==> src/hw/scd_map.svh <==
// Register layout, reset value and decode constants for the synthesizer config block
`ifndef SCD_MAP_SVH
`define SCD_MAP_SVH
`define SCD_MODE_LSB 0
`define SCD_MODE_MSB 1
`define SCD_PWRDN_BIT 2
`define SCD_XTAL_BIT 3
`define SCD_PUMP_LSB 4
`define SCD_PUMP_MSB 8
`define SCD_MUX_LSB 9
`define SCD_MUX_MSB 12
`define SCD_POL_BIT 13
`define SCD_DBL_BIT 14
`define SCD_FDM_BIT 15
`define SCD_C3_LSB 16
`define SCD_C3_MSB 19
`define SCD_C4_LSB 20
`define SCD_C4_MSB 23
`define SCD_USED_MASK 32'h00FF_FFFF
`define SCD_RESET_WORD 32'h0000_8000
`define SCD_LOCK_COUNT 3'h5
`define SCD_C3_UNIT_PF 6'h05
`define SCD_FRAC_SHORT_MASK 22'h00_03FF
`define SCD_FRAC_LONG_MASK 22'h3F_FFFF
`endif

==> src/hw/scd_pkg.sv <==
// Types shared by the synthesizer config block
`default_nettype none
package scd_pkg;
  typedef enum logic [4:0] {
    SCD_MODE_FULL = 5'h01,
    SCD_MODE_EXTVCO = 5'h02,
    SCD_MODE_DIVONLY = 5'h04,
    SCD_MODE_TEST = 5'h08,
    SCD_MODE_OFF = 5'h10
  } scd_mode_t;
  typedef struct packed {
    logic divider_en;
    logic pll_en;
    logic vco_en;
    logic crystal_select;
    logic detector_polarity;
    logic reference_doubler;
    logic ref_divider_bypass;
    logic [5:0] pump_current_steps;
    logic [5:0] filter_cap_three_pf;
    logic [7:0] filter_cap_four_pf;
    logic [21:0] fraction_mask;
  } scd_ctrl_t;
  typedef struct packed {
    logic feedback_pulse;
    logic reference_pulse;
    logic pfd_up;
    logic pfd_down;
    logic analog_lock;
  } scd_diag_t;
endpackage
`default_nettype wire

==> src/hw/scd_config_decode.sv <==
// Configuration decode, lock detector and test pin multiplexer
`include "scd_map.svh"
`default_nettype none
module scd_config_decode
  import scd_pkg::*;
(
  // Clock, reset, enable
  input wire logic ref_clk,
  input wire logic sys_rst,
  input wire logic ce,
  // Word write from the serial port
  input wire logic cfg_wr_en,
  input wire logic [31:0] cfg_wr_data,
  output logic [31:0] misc_feature_control,
  // Lock detector inputs
  input wire logic pd_cycle,
  input wire logic offset_in_window,
  // Diagnostic sources
  input wire scd_diag_t diag,
  // Decoded controls
  output scd_ctrl_t ctrl,
  output logic powered_down,
  output logic digital_lock,
  // Test and lock pin
  output logic test_lock_output_o,
  output logic test_lock_output_oe
);
  logic [31:0] cfg_reg, cfg_next;
  logic [2:0] cnt_reg, cnt_next;
  logic lock_reg, lock_next;
  logic fb_half_reg, fb_half_next;
  logic ref_half_reg, ref_half_next;
  scd_ctrl_t ctrl_reg, ctrl_next;
  logic pd_reg, pd_next;
  logic pin_o_reg, pin_o_next, pin_oe_reg, pin_oe_next;
  scd_mode_t mode_s;
  logic [1:0] mode_f;
  logic [4:0] pump_f;
  logic [3:0] mux_f, c3_f, c4_f;

  assign mode_f = cfg_reg[`SCD_MODE_MSB:`SCD_MODE_LSB];
  assign pump_f = cfg_reg[`SCD_PUMP_MSB:`SCD_PUMP_LSB];
  assign mux_f = cfg_reg[`SCD_MUX_MSB:`SCD_MUX_LSB];
  assign c3_f = cfg_reg[`SCD_C3_MSB:`SCD_C3_LSB];
  assign c4_f = cfg_reg[`SCD_C4_MSB:`SCD_C4_LSB];

  // Stored word survives power-down; only a write or a reset changes it
  always_comb begin
    cfg_next = cfg_reg;
    if (cfg_wr_en) begin
      cfg_next = cfg_wr_data & `SCD_USED_MASK;
    end
  end

  // Lock detector, evaluated once per phase detector cycle
  always_comb begin
    cnt_next = cnt_reg;
    lock_next = lock_reg;
    if (pd_cycle) begin
      if (!offset_in_window) begin
        cnt_next = 3'h0;
        lock_next = 1'b0;
      end else if (!lock_reg) begin
        cnt_next = cnt_reg + 3'h1;
        if (cnt_reg + 3'h1 == `SCD_LOCK_COUNT) begin
          lock_next = 1'b1;
        end
      end
    end
  end

  // Halved diagnostics toggle on each divider pulse for even duty
  always_comb begin
    fb_half_next = fb_half_reg ^ diag.feedback_pulse;
    ref_half_next = ref_half_reg ^ diag.reference_pulse;
  end

  always_comb begin
    unique case (mode_f)
      2'h0: mode_s = SCD_MODE_FULL;
      2'h1: mode_s = SCD_MODE_EXTVCO;
      2'h2: mode_s = SCD_MODE_DIVONLY;
      2'h3: mode_s = SCD_MODE_TEST;
    endcase
    if (cfg_reg[`SCD_PWRDN_BIT]) begin
      mode_s = SCD_MODE_OFF;
    end
  end

  // Control decode
  always_comb begin
    ctrl_next = '0;
    pd_next = cfg_reg[`SCD_PWRDN_BIT];
    unique case (mode_s)
      SCD_MODE_FULL, SCD_MODE_TEST: begin
        ctrl_next.divider_en = 1'b1;
        ctrl_next.pll_en = 1'b1;
        ctrl_next.vco_en = 1'b1;
      end
      SCD_MODE_EXTVCO: begin
        ctrl_next.divider_en = 1'b1;
        ctrl_next.pll_en = 1'b1;
      end
      SCD_MODE_DIVONLY: begin
        ctrl_next.divider_en = 1'b1;
      end
      SCD_MODE_OFF: begin
        ctrl_next.divider_en = 1'b0;
      end
    endcase
    ctrl_next.crystal_select = cfg_reg[`SCD_XTAL_BIT];
    ctrl_next.detector_polarity = cfg_reg[`SCD_POL_BIT];
    ctrl_next.reference_doubler = cfg_reg[`SCD_DBL_BIT];
    ctrl_next.ref_divider_bypass = cfg_reg[`SCD_DBL_BIT];
    ctrl_next.pump_current_steps = {1'b0, pump_f} + 6'h01;
    ctrl_next.filter_cap_three_pf = {5'h00, c3_f[0]}
      + 6'(c3_f[3:1] * `SCD_C3_UNIT_PF);
    ctrl_next.filter_cap_four_pf = (c4_f[0] ? 8'h05 : 8'h00)
      + (c4_f[1] ? 8'h14 : 8'h00)
      + (c4_f[2] ? 8'h28 : 8'h00)
      + (c4_f[3] ? 8'h64 : 8'h00);
    ctrl_next.fraction_mask = cfg_reg[`SCD_FDM_BIT] ?
      `SCD_FRAC_LONG_MASK : `SCD_FRAC_SHORT_MASK;
  end

  // Test and lock pin
  always_comb begin
    pin_o_next = 1'b0;
    pin_oe_next = 1'b1;
    unique case (mux_f)
      4'h0: pin_oe_next = 1'b0;
      4'h1: pin_o_next = 1'b1;
      4'h2: pin_o_next = 1'b0;
      4'h3: pin_o_next = lock_reg;
      4'h4: pin_o_next = !lock_reg;
      4'h5: pin_oe_next = !lock_reg;
      4'h6: pin_oe_next = !diag.analog_lock;
      4'h7: pin_o_next = diag.analog_lock;
      4'h8: pin_o_next = diag.feedback_pulse;
      4'h9: pin_o_next = fb_half_reg;
      4'hA: pin_o_next = diag.reference_pulse;
      4'hB: pin_o_next = ref_half_reg;
      4'hC: pin_o_next = diag.pfd_up;
      4'hD: pin_o_next = diag.pfd_down;
      // Reserved codes float the pin rather than guess a function
      4'hE, 4'hF: pin_oe_next = 1'b0;
    endcase
    if (cfg_reg[`SCD_PWRDN_BIT]) begin
      pin_oe_next = 1'b0;
      pin_o_next = 1'b0;
    end
  end

  always_ff @(posedge ref_clk) begin
    if (sys_rst) begin
      cfg_reg <= `SCD_RESET_WORD;
      cnt_reg <= 3'h0;
      lock_reg <= 1'b0;
      fb_half_reg <= 1'b0;
      ref_half_reg <= 1'b0;
      ctrl_reg <= '0;
      pd_reg <= 1'b0;
      pin_o_reg <= 1'b0;
      pin_oe_reg <= 1'b0;
    end else if (ce) begin
      cfg_reg <= cfg_next;
      cnt_reg <= cnt_next;
      lock_reg <= lock_next;
      fb_half_reg <= fb_half_next;
      ref_half_reg <= ref_half_next;
      ctrl_reg <= ctrl_next;
      pd_reg <= pd_next;
      pin_o_reg <= pin_o_next;
      pin_oe_reg <= pin_oe_next;
    end
  end

  assign misc_feature_control = cfg_reg;
  assign ctrl = ctrl_reg;
  assign powered_down = pd_reg;
  assign digital_lock = lock_reg;
  assign test_lock_output_o = pin_o_reg;
  assign test_lock_output_oe = pin_oe_reg;
endmodule
`default_nettype wire

==> config.mk <==
export PLATFORM = sky130hd
export DESIGN_NAME = scd_config_decode
export DESIGN_NICKNAME = d
export VERILOG_FILES = /design/src/hw/scd_pkg.sv /design/src/hw/scd_config_decode.sv
export VERILOG_INCLUDE_DIRS = /design/src /design/src/hw
export SDC_FILE = /design/constraint.sdc
export NUM_CORES = 1
export LEC_CHECK = 0
export CORE_ASPECT_RATIO = 0.8
export CORE_UTILIZATION = 30
export CTS_CLUSTER_DIAMETER = 50
export DETAILED_ROUTE_END_ITERATION = 7
export DONT_BUFFER_PORTS = 1
export GPL_ROUTABILITY_DRIVEN = 1
export PLACE_DENSITY = 0.42
export SLEW_MARGIN = 10
export SYNTH_ARGS = -nofsm -noshare
export SYNTH_HDL_FRONTEND = slang
export SYNTH_SLANG_ARGS = --single-unit
==> constraint.sdc <==
create_clock -name ref_clk -period 1.7 [get_ports ref_clk]
set_input_delay 0.34 -clock ref_clk [delete_from_list [all_inputs] [get_ports ref_clk]]
set_output_delay 0.34 -clock ref_clk [all_outputs]
set_load 0.03 [all_outputs]
==> impl_metrics.toml <==
[sta]
fin_crit_ns = 1.57
slew_headroom = 0.599
fin_skew_ns = 0.00197
fmax_ghz = 0.635
rsz0062_at_grt = "false"
tightestPinTransition_ns = 0.600
tns_ns = 0
slew_viol_final = 0
setup-violations-final = 0
hold_viol_final = 0
fin_crit_sh = 0.926

[setup_path]
path_class = "reg2reg"
end_kind = "flop"
worstPathMaxFanout = 2
rrSetupSlack_ns = 0.13
r2r-start = "misc_feature_control[20]"
crit_required_ns = 1.92
cp.arrival_ns = 1.80
start_kind = "flop"
crit_end = "ctrl[27]"
r2r-end = "ctrl[27]"
reg2regPathDepth = 9
crit_start = "misc_feature_control[20]"

[logic_synthesis]
yosys_warnings = 0
synth_area_leaders = "dfxtp_1 (42%), buf_4 (9.8%), nand2_1 (8.0%)"
yosys_register_bits = 60
yosysSeqAreaShare = 0.425
synthXorXnorAreaFrac = 0.0341
yosys.area.top_type = "dfxtp_1"
netlist.area_leader.share = 0.425
synth_top_family_by_area = "simple AND/OR/NAND/NOR gates"
postSynthAreaPerCell_um2 = 8.50
async_reset_ff_frac = 0
synthMuxAreaShare = 0.0540
yosysUniqueCellTypes = 35
synth-simple-area-share = 0.165
synth-compound-area-share = 0.121
syn_area_um2 = 2830
syn_inst = 333
synth_edf_count = 0
ys.flop_type = "dfxtp_1"
yosys.area_share.adder = 0.0602

[clocking]
holdBufCountCts = 0
cts_tree = "yes"
cts_root_buf = "clkbuf_16"
cts_setup_buffers = 0
clkSinkCount = 60
numCtsBuffers = 9
cts_buffer_depth = 2
cts.repair.resized = 0
insertion_delay_ns = 0.32
clk_pin_slew_ns = 0.05
htree_levels = 3

[detailed_routing]
via_count = 2069
drc = 0
post_drt_wl_per_cell_um = 14.9
dr.pass1.iters = 4
viasPerCell = 4.68
wirelength_mm = 6.58
dr.first_iter.drc_count = 63
antenna_left = 0

[final_layout]
finalNonFillerCells = 442
largest_reg_flops = 27
layout_commonest_cell = "nand2_1"
syn2layout_area_growth_pct = 13.0
antenna_cells = 0
final_nets = 378
drive_gt1_frac = 0.156
mostFrequentLayoutCells = "nand2_1 (60), dfxtp_1 (55), a21oi_1 (36)"

[floorplanning]
io_pins = 128
fp.dieW_um = 111
start_util = 0.310
num_rows = 31
die_h_um = 88.9
die_area_um2 = 9820
core_area_um2 = 9110

[power_and_ir_drop]
combPwrFrac = 0.099
power.internal_mw = 2.81
switching_share = 0.268
pwr-share-seq = 0.426
p_clk_frac = 0.474
p_sw_mw = 1.03
total_leakage_power_nw = 1.31
powerDensity_nw_per_um2 = 1200
vdd_drop_max_uv = 665

[placement]
placedCellCount = 426
dp_hpwl_mm = 4.49
port-buffer-count = 0
gp_congestion = 0.712

[worst_hold_path]
hp-class = "in2reg"

[global_route]
grt_overflow = 0
grt_usage = 0.139
grt_max_degree = 61
grt_pass1_wl_mm = 10.3
antenna_found_initial = 0
grt_pass1_vias = 2009

[job]
max-cap-violations = 0

[run_status]
status = "finished clean"
-- worst max-delay path, cell delays in order, from the launching register on --
cell     delay, ns
dfxtp_2       0.32
inv_1         0.05
fa_1          0.43
inv_2         0.08
ha_4          0.13
ha_4          0.13
xor2_1        0.13
nor2_1        0.05
a21oi_1       0.11
nor2_1        0.05
-- cell families after synthesis --
kind of cell    count (synthesis)
xor+xnor                       11
mux                            14
other cells                     1
fa+ha+maj                      13
simple gates                  112
flops                          60
buf+inv                        65
compound gates                 57
-- layer usage --
| metal | up-vias | global-route usage | wire length, µm |
|---|---|---|---|
| met5 | - | 0 | 0 |
| met3 | 8 | 0.0658 | 609 |
| met1 | 957 | 0.159 | 2920 |
| met2 | 64 | 0.225 | 2970 |
| li1 | 1040 | - | - |
| met4 | 0 | 0.0582 | 75 |
-- cell usage after synthesis, types with 2 or more instances --
library cell and n:
nand2b_1 3, nand2_1 60, o21a_1 2, nand3_1 7, a21oi_1 36, a31oi_1 2
ha_1 12, buf_2 9, nor3b_1 2, mux2i_1 13, buf_4 37, o31ai_1 2
nor2_1 32, nand3b_1 2, xnor2_1 4, clkbuf_1 8, dfxtp_1 60, a211oi_1 9
and3_1 2, xor2_1 7, inv_1 10
-- through the flow --
stage / hold WS, ns / power [mW] / utilization / setup slack, ns / instance area (µm²)
global route: 0.0589 / 4.02 / 0.351 / 0.00787 / 3200
floorplan: 0.449 / 2.06 / - / 0.0166 / 2860
detailed placement: 0.414 / 2.05 / 0.315 / 0.0446 / 2870
finish: 0.0773 / 3.84 / 0.351 / 0.126 / 3200
CTS: 0.0632 / 3.91 / 0.348 / 0.0334 / 3170
global placement: 0.412 / 2.05 / 0.315 / 0.0640 / 2870
-- worst min path at each step --
stage / from / endpoint / slack [ns] / cells after the start
after CTS: sys_rst / test_lock_output_oe / 0.06 / 1
after floorplan: cnt_reg[1] / cnt_reg[1] / 0.45 / 2
after global routing: sys_rst / test_lock_output_oe / 0.06 / 1
final: sys_rst / ctrl[20] / 0.08 / 1
after detailed placement: sys_rst / test_lock_output_oe / 0.41 / 1
after global placement: sys_rst / ctrl[20] / 0.41 / 1
-- power groups by stage --
stage | combinational [mW] | clock [mW] | sequential, mW
6_report | 0.381 | 1.82 | 1.64
5_1_grt | 0.420 | 1.95 | 1.65
4_1_cts | 0.385 | 1.88 | 1.64
3_5_place_dp | 0.384 | 0 | 1.67
3_3_place_gp | 0.379 | 0 | 1.67
2_1_floorplan | 0.388 | 0 | 1.67
-- layout make-up --
cell class / instances / area [µm²]
fillers: 993 / 5920
multi-input cells: 216 / 1280
flip-flops and latches: 60 / 1210
clock buffers: 11 / 253
repair buffers: 24 / 205
well taps: 115 / 144
clock inverters: 5 / 50.0
inverters: 11 / 45.0
Power figures use the tool's default switching activity.
